===== src/core/mode_reg_pkg.sv =====
// constants for the mode register and DLL switching block
// assumes a 50 MHz system clock that samples the memory command pins
package mode_reg_pkg;
	// axi-lite register byte offsets
	localparam logic [7:0] OFF_CTRL = 8'h00; // sensor hot bit and low half of the injected command
	localparam logic [7:0] OFF_CMD = 8'h04; // command word from software
	localparam logic [7:0] OFF_MR0 = 8'h08; // mode register 0 view
	localparam logic [7:0] OFF_MR1 = 8'h0c; // mode register 1 view
	localparam logic [7:0] OFF_MR2 = 8'h10; // mode register 2 view
	localparam logic [7:0] OFF_MR3 = 8'h14; // mode register 3 view
	localparam logic [7:0] OFF_STAT = 8'h18; // decoded status
	localparam logic [7:0] OFF_TEMP = 8'h1c; // unused thermal offset: reads and writes answer slverr
	// field positions
	localparam int MR0_DLL_RST = 8;
	localparam int MR1_DLL_OFF = 0;
	localparam int MR1_WLEV = 7;
	localparam int MR1_TERM_STROBE = 11;
	localparam int MR1_QOFF = 12;
	localparam int MR2_CWL_LO = 3;
	localparam int MR2_ASR = 6;
	localparam int MR2_SRT = 7;
	localparam int MR2_RTTWR_LO = 9;
	localparam int MR3_MPR_EN = 2;
	// reset values
	localparam logic [15:0] MR_RST = 16'h0000;
	localparam logic [31:0] CTRL_RST = 32'h0000_0000;
	localparam logic [15:0] OUTS_RST = 16'h0703; // drivers on, mask on, bus readies up
	localparam logic [4:0] WL_RST = 5'h05; // cwl code zero plus five, no additive
	localparam logic [4:0] RL_RST = 5'h04; // cas code zero plus four, no additive
	// bank address codes for mode register set
	localparam logic [2:0] BA_MR0 = 3'h0;
	localparam logic [2:0] BA_MR1 = 3'h1;
	localparam logic [2:0] BA_MR2 = 3'h2;
	localparam logic [2:0] BA_MR3 = 3'h3;
	// command codes {ras_n,cas_n,we_n}
	localparam logic [2:0] CMD_MRS = 3'h0;
	localparam logic [2:0] CMD_NOP = 3'h7;
	localparam logic [2:0] CMD_READ = 3'h5;
	localparam logic [2:0] CMD_SREF = 3'h1;
	// fixed calibration pattern returned in mpr mode
	localparam logic [7:0] MPR_PATTERN = 8'h55;
	// axi responses
	localparam logic [1:0] RESP_OKAY = 2'h0;
	localparam logic [1:0] RESP_SLVERR = 2'h2;
endpackage : mode_reg_pkg


===== src/core/mode_reg_dll.sv =====
// mode register file, mpr redirection and dll on/off state of the memory device
// assumes command pins arrive asynchronously, are sampled on the system clock and taken on rising link clock edges
// Notes on behaviour
// - output disable bit floats all outputs
// - strobe option swaps mask for termination
// - termination strobe terminates like data strobe
// - mrs with bank two writes MR2
// - mrs with bank three writes MR3
// - partial refresh loses unselected data (MR2 A2:A0 are stored here but drive nothing)
// - write latency is additive plus cwl
// - asr picks sensor, else srt bit
// - dynamic termination off during leveling
// - mpr enable redirects reads to pattern
// - mpr page ignored when mpr off
// - nop registers nothing new
// - deselect executes no new command
// - MR1 bit zero selects dll off
// - dll off supports cl six cwl six
// - dll off read strobe one cycle earlier
// - dll reset bit clears itself
//
// The placing of the registers and the AXI4-Lite slave port were left to the implementer.
`timescale 1ns/100ps
module mode_reg_dll
	import mode_reg_pkg::*;
#(
	parameter int AW = 8 // axi address width
) (
	input wire logic CLOCK,
	input wire logic RST_N,
	input wire logic LINK_CK, // memory command clock, sampled
	input wire logic CS_N,
	input wire logic RAS_N,
	input wire logic CAS_N,
	input wire logic WE_N,
	input wire logic [2:0] BA,
	input wire logic [15:0] ADDR,
	input wire logic [AW-1:0] S_AXI_AWADDR,
	input wire logic S_AXI_AWVALID,
	output logic S_AXI_AWREADY,
	input wire logic [31:0] S_AXI_WDATA,
	input wire logic [3:0] S_AXI_WSTRB,
	input wire logic S_AXI_WVALID,
	output logic S_AXI_WREADY,
	output logic [1:0] S_AXI_BRESP,
	output logic S_AXI_BVALID,
	input wire logic S_AXI_BREADY,
	input wire logic [AW-1:0] S_AXI_ARADDR,
	input wire logic S_AXI_ARVALID,
	output logic S_AXI_ARREADY,
	output logic [31:0] S_AXI_RDATA,
	output logic [1:0] S_AXI_RRESP,
	output logic S_AXI_RVALID,
	input wire logic S_AXI_RREADY,
	output logic OUT_EN, // data and strobe drivers enabled
	output logic MASK_EN, // shared pin acts as write mask
	output logic TSTROBE_TERM_EN, // termination strobe pair terminated
	output logic DYN_TERM_EN, // dynamic write termination active
	output logic DLL_OFF, // dll off mode
	output logic MPR_MODE, // reads return calibration pattern
	output logic SELF_REF_FAST, // high self refresh rate
	output logic [4:0] WRITE_LAT, // additive plus cas write latency
	output logic [4:0] READ_STROBE_LAT, // cycles to read strobe reference
	output logic [7:0] READ_DATA, // data of last read
	output logic READ_PULSE // one cycle per read taken
);
	// synchroniser for link clock and command pins: three stages
	localparam int SW = 24;
	logic [SW-1:0] s1_r, s2_r, s3_r;
	logic [SW-1:0] s1_nxt, s2_nxt, s3_nxt;
	// mode registers
	logic [15:0] mr0_r, mr1_r, mr2_r, mr3_r;
	logic [15:0] mr0_nxt, mr1_nxt, mr2_nxt, mr3_nxt;
	// software control: bit0 sensor hot, bit1 unused; cmd injection
	logic [31:0] ctrl_r, ctrl_nxt;
	logic in_sref_r, in_sref_nxt; // self refresh state
	logic [7:0] rdata_r, rdata_nxt;
	logic rpulse_r, rpulse_nxt;
	// axi state
	logic aw_r, w_r, bv_r, rv_r;
	logic aw_nxt, w_nxt, bv_nxt, rv_nxt;
	logic [AW-1:0] awa_r, awa_nxt;
	logic [31:0] wd_r, wd_nxt, rd_r, rd_nxt;
	logic [1:0] bresp_r, bresp_nxt, rresp_r, rresp_nxt;
	// output registers
	logic [15:0] outs_r, outs_nxt;
	logic [4:0] wl_r, wl_nxt, rl_r, rl_nxt;

	// additive latency from MR1 A4:A3 with cas latency from MR0
	function automatic logic [4:0] add_lat(input logic [15:0] m1, input logic [4:0] cl);
		unique case (m1[4:3])
			2'h1: add_lat = cl - 5'h1;
			2'h2: add_lat = cl - 5'h2;
			default: add_lat = 5'h0; // reserved code treated as disabled
		endcase
	endfunction : add_lat

	// cas latency from MR0 A6:A4 (plus A2), coded as cl-4
	function automatic logic [4:0] cas_lat(input logic [15:0] m0);
		cas_lat = 5'(m0[6:4]) + 5'(m0[2] ? 8 : 0) + 5'h4;
	endfunction : cas_lat

	// pin sampling
	always_comb begin
		s1_nxt = {LINK_CK, CS_N, RAS_N, CAS_N, WE_N, BA, ADDR};
		s2_nxt = s1_r;
		s3_nxt = s2_r;
	end

	always_ff @(posedge CLOCK) begin
		if (!RST_N) begin
			s1_r <= '1;
			s2_r <= '1;
			s3_r <= '1;
		end else begin
			s1_r <= s1_nxt;
			s2_r <= s2_nxt;
			s3_r <= s3_nxt;
		end
	end

	// decoded fields: a link edge is a rising level seen stably in stages two/three
	logic link_rise;
	logic c_cs_n;
	logic [2:0] c_cmd, c_ba;
	logic [15:0] c_a;
	assign link_rise = s2_r[23] && !s3_r[23];
	assign c_cs_n = s2_r[22];
	assign c_cmd = s2_r[21:19];
	assign c_ba = s2_r[18:16];
	assign c_a = s2_r[15:0];

	// command decode, mode register update and axi slave
	always_comb begin
		logic cmd_take;
		logic [2:0] cmd;
		logic [2:0] ba;
		logic [15:0] a;
		logic [4:0] cl, al, cwl;
		// latencies from the registered mode words, overridden below in dll off
		cl = cas_lat(mr0_r);
		al = add_lat(mr1_r, cl);
		cwl = 5'(mr2_r[5:3]) + 5'h5;
		cmd_take = 1'b0;
		cmd = c_cmd;
		ba = c_ba;
		a = c_a;
		mr0_nxt = mr0_r;
		mr1_nxt = mr1_r;
		mr2_nxt = mr2_r;
		mr3_nxt = mr3_r;
		ctrl_nxt = ctrl_r;
		in_sref_nxt = in_sref_r;
		rdata_nxt = rdata_r;
		rpulse_nxt = 1'b0;
		aw_nxt = aw_r;
		w_nxt = w_r;
		bv_nxt = bv_r;
		rv_nxt = rv_r;
		awa_nxt = awa_r;
		wd_nxt = wd_r;
		rd_nxt = rd_r;
		bresp_nxt = bresp_r;
		rresp_nxt = rresp_r;
		// dll reset is one shot: cleared the cycle after it was written
		mr0_nxt[MR0_DLL_RST] = 1'b0;
		// deselect and nop register nothing; state simply holds
		if (link_rise && !c_cs_n && c_cmd != CMD_NOP)
			cmd_take = 1'b1;
		// software injected command takes the place of a pin command
		if (ctrl_r[31]) begin
			cmd_take = 1'b1;
			cmd = ctrl_r[30:28];
			ba = ctrl_r[26:24];
			a = ctrl_r[15:0];
			ctrl_nxt[31] = 1'b0;
		end
		if (cmd_take) begin
			unique case (cmd)
				CMD_MRS: begin
					in_sref_nxt = 1'b0;
					unique case (ba)
						BA_MR0: mr0_nxt = a;
						BA_MR1: mr1_nxt = a;
						BA_MR2: mr2_nxt = a;
						BA_MR3: mr3_nxt = a;
						default: ;
					endcase
				end
				CMD_SREF: in_sref_nxt = 1'b1;
				CMD_READ: begin
					rpulse_nxt = 1'b1;
					// page field matters only while mpr is on
					rdata_nxt = mr3_r[MR3_MPR_EN] ? (MPR_PATTERN >> mr3_r[1:0])
						: 8'h00;
				end
				default: ;
			endcase
		end
		// dll off runs only cl 6 and cwl 6
		if (mr1_r[MR1_DLL_OFF]) begin
			cl = 5'h6;
			cwl = 5'h6;
			al = add_lat(mr1_r, cl);
		end
		wl_nxt = al + cwl;
		rl_nxt = mr1_r[MR1_DLL_OFF] ? al + cl - 5'h1 : al + cl;
		outs_nxt = '0;
		outs_nxt[0] = !mr1_r[MR1_QOFF];
		outs_nxt[1] = !mr1_r[MR1_TERM_STROBE];
		// same termination behaviour as the data strobe, never a strobe output
		outs_nxt[2] = mr1_r[MR1_TERM_STROBE] && !mr1_r[MR1_QOFF];
		outs_nxt[3] = (mr2_r[10:9] != 2'h0) && !mr1_r[MR1_WLEV];
		outs_nxt[4] = mr1_r[MR1_DLL_OFF];
		outs_nxt[5] = mr3_r[MR3_MPR_EN];
		// sensor decides when asr set, srt bit otherwise
		outs_nxt[6] = mr2_r[MR2_ASR] ? ctrl_r[0] : mr2_r[MR2_SRT];
		outs_nxt[7] = in_sref_r;
		// axi write channels, taken in either order
		if (S_AXI_AWVALID && !aw_r && !bv_r) begin
			aw_nxt = 1'b1;
			awa_nxt = S_AXI_AWADDR;
		end
		if (S_AXI_WVALID && !w_r && !bv_r) begin
			w_nxt = 1'b1;
			wd_nxt = S_AXI_WDATA;
		end
		if (aw_r && w_r) begin
			aw_nxt = 1'b0;
			w_nxt = 1'b0;
			bv_nxt = 1'b1;
			bresp_nxt = RESP_OKAY;
			unique case (awa_r[7:0])
				OFF_CTRL: ctrl_nxt[15:0] = wd_r[15:0];
				OFF_CMD: ctrl_nxt[31:16] = {1'b1, wd_r[30:16]};
				default: bresp_nxt = RESP_SLVERR;
			endcase
			if (awa_r[7:0] == OFF_CMD)
				ctrl_nxt[15:0] = wd_r[15:0];
		end
		if (bv_r && S_AXI_BREADY)
			bv_nxt = 1'b0;
		// axi read
		if (S_AXI_ARVALID && !rv_r) begin
			rv_nxt = 1'b1;
			rresp_nxt = RESP_OKAY;
			unique case (S_AXI_ARADDR[7:0])
				OFF_CTRL: rd_nxt = {16'h0000, ctrl_r[15:0]};
				OFF_CMD: rd_nxt = ctrl_r;
				OFF_MR0: rd_nxt = {16'h0000, mr0_r};
				OFF_MR1: rd_nxt = {16'h0000, mr1_r};
				OFF_MR2: rd_nxt = {16'h0000, mr2_r};
				OFF_MR3: rd_nxt = {16'h0000, mr3_r};
				OFF_STAT: rd_nxt = {6'h00, rl_r, wl_r, rdata_r, outs_r[7:0]};
				default: begin
					rd_nxt = 32'h0000_0000;
					rresp_nxt = RESP_SLVERR;
				end
			endcase
		end
		if (rv_r && S_AXI_RREADY)
			rv_nxt = 1'b0;
		outs_nxt[8] = !aw_nxt && !bv_nxt; // readies from next state: ports stay pure flops
		outs_nxt[9] = !w_nxt && !bv_nxt;
		outs_nxt[10] = !rv_nxt;
	end

	// state registers
	always_ff @(posedge CLOCK) begin
		if (!RST_N) begin
			mr0_r <= MR_RST;
			mr1_r <= MR_RST;
			mr2_r <= MR_RST;
			mr3_r <= MR_RST;
			ctrl_r <= CTRL_RST;
			in_sref_r <= 1'b0;
			rdata_r <= 8'h00;
			rpulse_r <= 1'b0;
			aw_r <= 1'b0;
			w_r <= 1'b0;
			bv_r <= 1'b0;
			rv_r <= 1'b0;
			awa_r <= '0;
			wd_r <= 32'h0000_0000;
			rd_r <= 32'h0000_0000;
			bresp_r <= RESP_OKAY;
			rresp_r <= RESP_OKAY;
			outs_r <= OUTS_RST;
			wl_r <= WL_RST;
			rl_r <= RL_RST;
		end else begin
			mr0_r <= mr0_nxt;
			mr1_r <= mr1_nxt;
			mr2_r <= mr2_nxt;
			mr3_r <= mr3_nxt;
			ctrl_r <= ctrl_nxt;
			in_sref_r <= in_sref_nxt;
			rdata_r <= rdata_nxt;
			rpulse_r <= rpulse_nxt;
			aw_r <= aw_nxt;
			w_r <= w_nxt;
			bv_r <= bv_nxt;
			rv_r <= rv_nxt;
			awa_r <= awa_nxt;
			wd_r <= wd_nxt;
			rd_r <= rd_nxt;
			bresp_r <= bresp_nxt;
			rresp_r <= rresp_nxt;
			outs_r <= outs_nxt;
			wl_r <= wl_nxt;
			rl_r <= rl_nxt;
		end
	end

	// ports straight from flops
	assign S_AXI_AWREADY = outs_r[8];
	assign S_AXI_WREADY = outs_r[9];
	assign S_AXI_BVALID = bv_r;
	assign S_AXI_BRESP = bresp_r;
	assign S_AXI_ARREADY = outs_r[10];
	assign S_AXI_RVALID = rv_r;
	assign S_AXI_RDATA = rd_r;
	assign S_AXI_RRESP = rresp_r;
	assign OUT_EN = outs_r[0];
	assign MASK_EN = outs_r[1];
	assign TSTROBE_TERM_EN = outs_r[2];
	assign DYN_TERM_EN = outs_r[3];
	assign DLL_OFF = outs_r[4];
	assign MPR_MODE = outs_r[5];
	assign SELF_REF_FAST = outs_r[6];
	assign WRITE_LAT = wl_r;
	assign READ_STROBE_LAT = rl_r;
	assign READ_DATA = rdata_r;
	assign READ_PULSE = rpulse_r;
endmodule : mode_reg_dll


===== config.mk =====
export PLATFORM = sky130hd
export DESIGN_NAME = mode_reg_dll
export DESIGN_NICKNAME = d
export VERILOG_FILES = /design/src/core/mode_reg_pkg.sv /design/src/core/mode_reg_dll.sv
export SDC_FILE = /design/constraint.sdc
export NUM_CORES = 1
export LEC_CHECK = 0
export BUFFER_PORTS_ARGS = -buffer_cell sky130_fd_sc_hd__buf_4
export CELL_PAD_IN_SITES_DETAIL_PLACEMENT = 0
export CELL_PAD_IN_SITES_GLOBAL_PLACEMENT = 1
export CORE_MARGIN = 5
export CORE_UTILIZATION = 30
export CTS_CLUSTER_DIAMETER = 30
export DETAILED_ROUTE_END_ITERATION = 8
export PLACE_DENSITY_LB_ADDON = 0.1
export SYNTH_ARGS = -nofsm -noshare
export SYNTH_HDL_FRONTEND = slang
export SYNTH_SLANG_ARGS = --single-unit

===== constraint.sdc =====
create_clock -name CLOCK -period 2.73 [get_ports CLOCK]
set_input_delay 0.819 -clock CLOCK [delete_from_list [all_inputs] [get_ports CLOCK]]
set_output_delay 0.819 -clock CLOCK [all_outputs]
set_load 0.005 [all_outputs]

[Yosys cells after proc, flatten, opt, wreduce, memory -nomap -nowiden]
Cells that the tools add are included.
Operators by class
  add/subtract/negate cells: 8
  $mul: 0
  div/mod/pow operators: 0
  $lt $le $gt $ge: 0
  equal/unequal tests: 15
  shifts and indexed selects: 1
  mux-type cells: 30
  bitwise gates (word level): 0
  reduce and logical (&&, ||, !) cells: 48
Operators by type and width (count)
  32-bit one-hot mux with 7 select lines: 1
  16-bit two-way mux: 4
  8-bit by 5-bit equality test with 1-bit output (second input constant): 3
  8-bit by 3-bit equality test with 1-bit output (second input constant): 2
  8-bit by 4-bit equality test with 1-bit output (second input constant): 2
  8-bit logical NOT: 2
  1-bit logical AND: 15
  5-bit two-way mux: 3
  1-bit logical NOT: 13
  1-bit two-way mux: 12
  2-bit AND reduction: 6
  3-bit AND reduction: 4
  5-bit adder: 2
  5-bit one-hot mux with 2 select lines: 1
  5-bit by 1-bit subtractor with 5-bit output (second input constant): 2
  4-bit two-way mux: 2
  8-bit two-way mux: 1
  7-bit by 2-bit right shift with 8-bit output (first input constant): 1
  7-bit OR reduction: 1
  3-bit by 1-bit equality test with 1-bit output (second input constant): 2
  3-bit by 2-bit equality test with 1-bit output (second input constant): 2
  3-bit logical NOT: 2
  3-bit two-way mux: 2
  3-bit one-hot mux with 2 select lines: 1
  13 further kinds: 16
Storage, ports and cells
  register bits: 278
  latch bits: 0
  memory bits (writable): 0
  ROM bits: 0
  output and inout bits: 67
  memories kept: 0

[Depth between registers and ports, before layout]
Gate-level depths: netlist of run 1.
  word-level depth: 9
  gate-level depth with buffers: 12
  gate-level depth less buffers: 12

[Worst setup path after synthesis of run 1]
Ideal clock, no wire load.
  path type: reg-to-reg
  start point: reg mr0_r[5]
  end point: reg rl_r[4], in the netlist READ_STROBE_LAT[4]
  arrival time: 2384 ps
  data required time: 2660 ps
  setup slack: 276 ps
  stages on the path, launching flop included: 12
  buffers on the path: 0
  cell sequence: dfxtp_1 -> inv_1 -> ha_1 -> inv_1 -> a221oi_1 -> nor2_1 -> ha_1 -> a21o_1 -> a21oi_1 -> or4_1 -> a211o_1 -> a21oi_1
Between the ends
  longest elaborated chain between the ends: 8
  elaborated cells on any way between the ends: 10
  classes of those cells: add/sub (6); mux (4)
Ends and longest elaborated chain
  from (decl): line mode_reg_dll.sv:72  | logic [15:0] mr0_r, mr1_r, mr2_r, mr3_r;
  from (signal assigned): line mode_reg_dll.sv:292  | mr0_r <= mr0_nxt;
  3-bit by 4-bit adder with 5-bit output *: line mode_reg_dll.sv:100  | cas_lat = 5'(m0[6:4]) + 5'(m0[2] ? 8 : 0) + 5'h4;
  5-bit by 3-bit adder with 5-bit output *: line mode_reg_dll.sv:100
  5-bit by 2-bit subtractor with 5-bit output or 5-bit by 1-bit subtractor with 5-bit output (tied branches): line mode_reg_dll.sv:93, mode_reg_dll.sv:92
  5-bit one-hot mux with 2 select lines: line mode_reg_dll.sv:91  | unique case (m1[4:3])
  5-bit two-way mux: line mode_reg_dll.sv:201  | if (mr1_r[MR1_DLL_OFF]) begin
  5-bit adder *: line mode_reg_dll.sv:207  | rl_nxt = mr1_r[MR1_DLL_OFF] ? al + cl - 5'h1 : al + cl;
  5-bit by 1-bit subtractor with 5-bit output: line mode_reg_dll.sv:207
  5-bit two-way mux *: line mode_reg_dll.sv:207
  to (signal assigned): line mode_reg_dll.sv:311  | rl_r <= rl_nxt;
  to (decl): line mode_reg_dll.sv:87  | logic [4:0] wl_r, wl_nxt, rl_r, rl_nxt;
Mark *: on every way between the ends. The rest lies on a longest branch, timed or not.
A chain may end at the register's enable or synchronous reset.

[Worst setup path after layout of run 1]
  start point: reg mr0_r[4]
  end point: reg rl_r[4], in the netlist READ_STROBE_LAT[4]
The elaborated chain is that of the path after synthesis.

==> flow_metrics.env, run 1 <==
export IMPL_grt_use_total_pct=16.3
export IMPL_min_period_over_period_pct=92.1
export IMPL_portBuffers=141
export IMPL_cts_buffer_depth=3
export IMPL_hold_path_class="reg2reg"
export IMPL_worstSetupPathType="reg2reg"
export IMPL_area_growth_pct=38.4
export IMPL_clk_pin_slew_ps=40
export IMPL_final_nets=1390
export IMPL_fin_setup_tns_ps=0
export IMPL_initial_core_util_pct=30.5
export IMPL_synth_async_reset_ratio_pct=0
export IMPL_die_area_mm2=0.0379
export IMPL_globalplace_congestion=0.816
export IMPL_die_height_um=195
export IMPL_grt_pass1_wl_um=49100
export IMPL_grt_overflow_total=0
export IMPL_skew_ps=17.7
export IMPL_yosysUniqueCellTypes=70
export IMPL_maxCapViolations=0
export IMPL_reg2reg_depth=11
export IMPL_critical_path_arrival_ps=2970
export IMPL_reg2reg_from="mr0_r[4]"
export IMPL_ir_drop_v=0.000344
export IMPL_top_usage_layer="met2"
export IMPL_min_period_ps=2510
export IMPL_die_w_um=195
export IMPL_power_total_mw=12.2
export IMPL_setup_viol=0
export IMPL_synth_cells=1112
export IMPL_p_switching_mw=2.56
export IMPL_grt_max_degree=58
export IMPL_diodes=0
export IMPL_hpwl_um=22500
export IMPL_grt_pass1_vias=8369
export IMPL_drt_iter0_drc=354
export IMPL_totalWireLength_um=31200
export IMPL_outcome="complete, no violations"
export IMPL_end_kind="flip-flop"
export IMPL_antenna_found_initial=0
export IMPL_drc=0
export IMPL_final_common_cell="dfxtp_1"
export IMPL_p_per_area_mw_per_mm2=860
export IMPL_synthFlopType="dfxtp_1"
export IMPL_placed_area_mm2=0.0118
export IMPL_rrSetupSlack_ps=220
export IMPL_clockPowerShare_pct=65.1
export IMPL_worst_slew_pin_slew_ps=1110
export IMPL_hold_end="s2_r[18]"
export IMPL_critPathRequiredTime_ps=3190
export IMPL_avgSynthCellArea_um2=9.21
export IMPL_internal_power_mw=9.61
export IMPL_whs_path_depth=1
export IMPL_report_final_slew_viol_count=0
export IMPL_synth_seq_cells=249
export IMPL_mostFrequentLayoutCells="248 x dfxtp_1, 185 x buf_4, 167 x nand2_1, 84 x a21oi_1, 67 x clkbuf_16"
export IMPL_syn_cell_area_mm2=0.0102
export IMPL_grt_util_met1_pct=22.6
export IMPL_wl_per_cell_um=17.5
export IMPL_htree_levels=3
export IMPL_fmax_ghz=0.398
export IMPL_clk_latency_ps=540
export IMPL_hold_start="s1_r[18]"
export IMPL_fp_row_count=67
export IMPL_cts_tree="done"
export IMPL_crit_path_start_kind="flip-flop"
export IMPL_ant_nets=0
export IMPL_gr_usage_met2_pct=25.2
export IMPL_fin_area_mm2=0.0142
export IMPL_grtUsageMet3_pct=3.77
export IMPL_hold_viol_final=0
export IMPL_layout_drive_gt1_share_pct=30.1
export IMPL_cts_sinks=249
export IMPL_drtPass1Iterations=5
export IMPL_cts_root_buffer="clkbuf_16"
export IMPL_crit_fanout=3
export IMPL_io_pins=150
export IMPL_synth_warnings=0
export IMPL_via_count=8288
export IMPL_core_mm2=0.0336
export IMPL_leakagePower_nw=5.72
export IMPL_numCtsBuffers=67
export IMPL_yosysSeqAreaShare_pct=48.7
export IMPL_drt_vias_per_instance=4.64
export IMPL_power_frac_comb_pct=3.9
export IMPL_power_frac_seq_pct=31.0
export IMPL_swShare_pct=21.1
export IMPL_synth_edf_count=0
export IMPL_rsz0062_at_grt="no"
export IMPL_rr_endpoint="READ_STROBE_LAT[4]"
export IMPL_relSlewSlack_pct=25.6
## sequential cells by signal, indices dropped and copies added, names as in the netlist, 4 cells and up
name / cells
S_AXI_RDATA: 32
ctrl_r: 32
wd_r: 31
s1_r: 24
s2_r: 24
mr0_r: 16
mr1_r: 16
mr2_r: 16
mr3_r: 16
outs_r: 11
awa_r: 8
READ_STROBE_LAT: 5
WRITE_LAT: 5
READ_DATA: 4
## cell type report
type | instances | area (um^2)
Fill cell | 3397 | 19400
Sequential cell | 249 | 4990
Multi-Input combinational cell | 762 | 4770
Clock buffer | 90 | 1890
Timing Repair Buffer | 188 | 1450
Tap cell | 448 | 561
Clock inverter | 30 | 430
Inverter | 21 | 78.8
## synth_stat cells (all sizes together), types with 16 or more instances
master | number | share of area, %
dfxtp | 249 | 49
nand2 | 169 | 6.2
o21ai | 96 | 5.8
a21oi | 87 | 4.4
nand3 | 72 | 5.0
nor2 | 66 | 2.4
nand2b | 63 | 3.8
mux2i | 45 | 4.4
buf | 44 | 2.8
clkbuf | 38 | 1.4
mux2 | 23 | 2.5
inv | 21 | 0.77
ha | 16 | 2.0
## power groups by stage
stage | Clock [mW] | Combinational, mW | Sequential, mW
floorplan | 0 | 0.269 | 3.83
global placement | 0 | 0.484 | 3.84
CTS | 8.10 | 0.486 | 3.78
global route | 8.30 | 0.529 | 3.78
detailed placement | 0 | 0.485 | 3.84
finish | 7.93 | 0.475 | 3.78
## worst max path at each step
stage	start	endpoint
2_1_floorplan	mr0_r[5]	READ_STROBE_LAT[4]
3_3_place_gp	mr0_r[4]	READ_STROBE_LAT[4]
3_5_place_dp	mr0_r[4]	READ_STROBE_LAT[4]
4_1_cts	mr0_r[4]	READ_STROBE_LAT[4]
5_1_grt	mr1_r[3]	READ_STROBE_LAT[4]
6_report	mr0_r[4]	READ_STROBE_LAT[4]
## cell families (layout without fill, tap and decap cells)
group	count (synthesis)	count (layout)	share of synthesized area, %
multiplexers	68	68	6.96
buffers and inverters	103	329	4.92
adder cells (fa/ha/maj)	18	18	2.35
XOR/XNOR	10	10	0.855
AND/OR/NAND/NOR	428	428	22.0
AO/OA/AOI/OAI	235	235	14.2
other	1	3	0.0366
flip-flops	249	249	48.7
## stage by stage
step | setup WS (ps) | cells | util (%) | hold WS [ps]
detailed placement | 130 | 1667 | 35.2 | 391
floorplan | 276 | 1114 | - | 386
global route | 39.3 | 1788 | 42.1 | 413
global placement | 143 | 1667 | 35.2 | 393
CTS | 111 | 1787 | 42.1 | 400
finish | 216 | 1788 | 42.1 | 401
## per-layer routing
metal	part of all wire [%]	up-vias
li1	-	4186
met1	47	3835
met2	45	204
met3	5.3	63
met4	2.7	0
met5	0	-
## worst max-delay path, stage by stage, from the launching register on
cell      delay (ps)
dfxtp_1          340
inv_1             80
ha_1             220
xnor2_1          140
a221oi_2         220
nor2_1           100
ha_1             320
a21o_1           140
a21oi_2           60
or4_1            430
a211o_1          270
a21oi_1          130
## timing repair
action / 4_1_cts / 5_1_grt
endpoints found under the setup margin: 0 / 1
hold buffers: 0 / 0
resized for setup: 0 / 4
buffers inserted: 0 / 1
No activity file was read; power rests on OpenSTA's default activity.
==> run 2, diff against run 1 <==
--- a/config.mk
+++ b/config.mk
@@ -8,7 +8,7 @@
 export BUFFER_PORTS_ARGS = -buffer_cell sky130_fd_sc_hd__buf_4
 export CELL_PAD_IN_SITES_DETAIL_PLACEMENT = 0
 export CELL_PAD_IN_SITES_GLOBAL_PLACEMENT = 1
-export CORE_MARGIN = 5
+export CORE_MARGIN = 2
 export CORE_UTILIZATION = 30
 export CTS_CLUSTER_DIAMETER = 30
 export DETAILED_ROUTE_END_ITERATION = 8
==> flow_metrics.env, run 2 (synthesis results as in run 1) <==
export IMPL_final_common_cell="dfxtp_1"
export IMPL_die_height_um=189
export IMPL_grt_pass1_wl_um=48100
export IMPL_holdWs_ps=397
export IMPL_grt_pass1_vias=8238
export IMPL_placed_area_mm2=0.0118
export IMPL_power_frac_comb_pct=4.0
export IMPL_antenna_found_initial=0
export IMPL_layout_drive_gt1_share_pct=29.4
export IMPL_crit_chain="inv_1, ha_1, xnor2_1, a221oi_1, nor2_1, ha_1, a21o_1, a21oi_1, or4_1, a211o_1, a21oi_1"
export IMPL_cts_root_buffer="clkbuf_16"
export IMPL_cts_tree="done"
export IMPL_fin_setup_tns_ps=0
export IMPL_numCtsBuffers=61
export IMPL_rrSetupSlack_ps=190
export IMPL_hold_path_class="reg2reg"
export IMPL_fin_area_mm2=0.0140
export IMPL_grt_max_degree=47
export IMPL_fp_row_count=67
export IMPL_worst_slew_pin_slew_ps=1070
export IMPL_outcome="complete, no violations"
export IMPL_p_per_area_mw_per_mm2=842
export IMPL_cts_hold_fix_buffers=0
export IMPL_drtPass1Iterations=5
export IMPL_min_period_ps=2540
export IMPL_swShare_pct=21.2
export IMPL_relSlewSlack_pct=28.0
export IMPL_internal_power_mw=9.29
export IMPL_grt_use_total_pct=17.3
export IMPL_critical_path_arrival_ps=3020
export IMPL_drc=0
export IMPL_worstSetupPathType="reg2reg"
export IMPL_clk_latency_ps=570
export IMPL_min_period_over_period_pct=93.0
export IMPL_portBuffers=141
export IMPL_power_frac_seq_pct=32.0
export IMPL_mostFrequentLayoutCells="249 x dfxtp_1, 183 x buf_4, 167 x nand2_1, 85 x a21oi_1, 65 x nor2_1"
export IMPL_max_stage_delay_ps=430
export IMPL_grt_overflow_total=0
export IMPL_final_util_pct=41.8
export IMPL_end_kind="flip-flop"
export IMPL_report_final_slew_viol_count=0
export IMPL_drt_vias_per_instance=4.64
export IMPL_crit_path_start_kind="flip-flop"
export IMPL_leakagePower_nw=5.62
export IMPL_crit_family="compound AO/OA/AOI/OAI gates"
export IMPL_cts_sinks=249
export IMPL_area_growth_pct=36.8
export IMPL_hold_viol_final=0
export IMPL_clk_pin_slew_ps=50
export IMPL_die_w_um=189
export IMPL_cts_buffer_depth=3
export IMPL_crit_slowest_cell="or4_1"
export IMPL_diodes=0
export IMPL_skew_ps=24.8
export IMPL_p_switching_mw=2.50
export IMPL_totalWireLength_um=30400
export IMPL_via_count=8256
export IMPL_crit_fanout=3
export IMPL_cp_num_buf_inv=1
export IMPL_globalplace_congestion=0.789
export IMPL_critPathRequiredTime_ps=3210
export IMPL_setup_viol=0
export IMPL_initial_core_util_pct=30.5
export IMPL_drt_iter0_drc=427
export IMPL_io_pins=150
export IMPL_wl_per_cell_um=17.1
export IMPL_htree_levels=2
export IMPL_die_area_mm2=0.0356
export IMPL_ir_drop_v=0.000426
export IMPL_clockPowerShare_pct=64.0
export IMPL_ant_nets=0
export IMPL_final_nets=1382
export IMPL_maxCapViolations=0
export IMPL_hpwl_um=21800
export IMPL_core_mm2=0.0335
export IMPL_n_fill_cell=3418
export IMPL_fmax_ghz=0.394
-- run 2: worst reg2reg max path: stages, from the launching register on --
cell      delay [ps]
dfxtp_1          350
inv_1             90
ha_1             220
xnor2_1          130
a221oi_1         240
nor2_1           120
ha_1             310
a21o_1           110
a21oi_1           70
or4_1            430
a211o_1          270
a21oi_1          130
-- run 2: area by class of cell --
type	count	area (um^2)	share of cell area, %
Timing Repair Buffer	186	1430	10.2
Clock buffer	81	1690	12.1
Clock inverter	34	500	3.57
Multi-Input combinational cell	762	4760	34.0
Sequential cell	249	4980	35.6
Inverter	21	78.8	0.563
Tap cell	448	561	4.00
-- run 2: power by group through the flow --
stage / logic [mW] / registers (mW) / clock network [mW]
finish: 0.475 / 3.77 / 7.55
global placement: 0.483 / 3.84 / 0
floorplan: 0.269 / 3.83 / 0
global route: 0.528 / 3.78 / 7.91
CTS: 0.486 / 3.77 / 7.69
detailed placement: 0.484 / 3.84 / 0
-- run 2: per-stage QoR --
step	std cells	setup slack (ps)	total power [mW]
4_1_cts	1780	128	11.9
6_report	1781	192	11.8
2_1_floorplan	1114	276	4.09
3_3_place_gp	1665	161	4.32
3_5_place_dp	1665	153	4.32
5_1_grt	1781	-4.85	12.2
-- run 2: timing repair --
action,in CTS,in global routing
endpoints found under the setup margin,0,1
buffers inserted,0,1
gates resized for setup,0,0
hold endpoints to repair,0,0
-- run 2: path summary, 6_finish.rpt --
| check | startpoint | endpoint | cells past startpoint |
|---|---|---|---|
| min reg2reg | s1_r[14] | s2_r[14] | 1 |
| max reg2reg | mr0_r[4] | READ_STROBE_LAT[4] | 11 |
| min | s1_r[14] | s2_r[14] | 1 |
| max | mr0_r[4] | READ_STROBE_LAT[4] | 11 |
-- run 2: layer usage --
layer  vias to the layer above  share of wire (%)  global-route usage, %
li1                       4172                  -                      -
met1                      3826                 49                   24.6
met2                       213                 44                   26.3
met3                        45                5.5                   3.80
met4                         0                1.8                   4.96
met5                         -                  0                      0
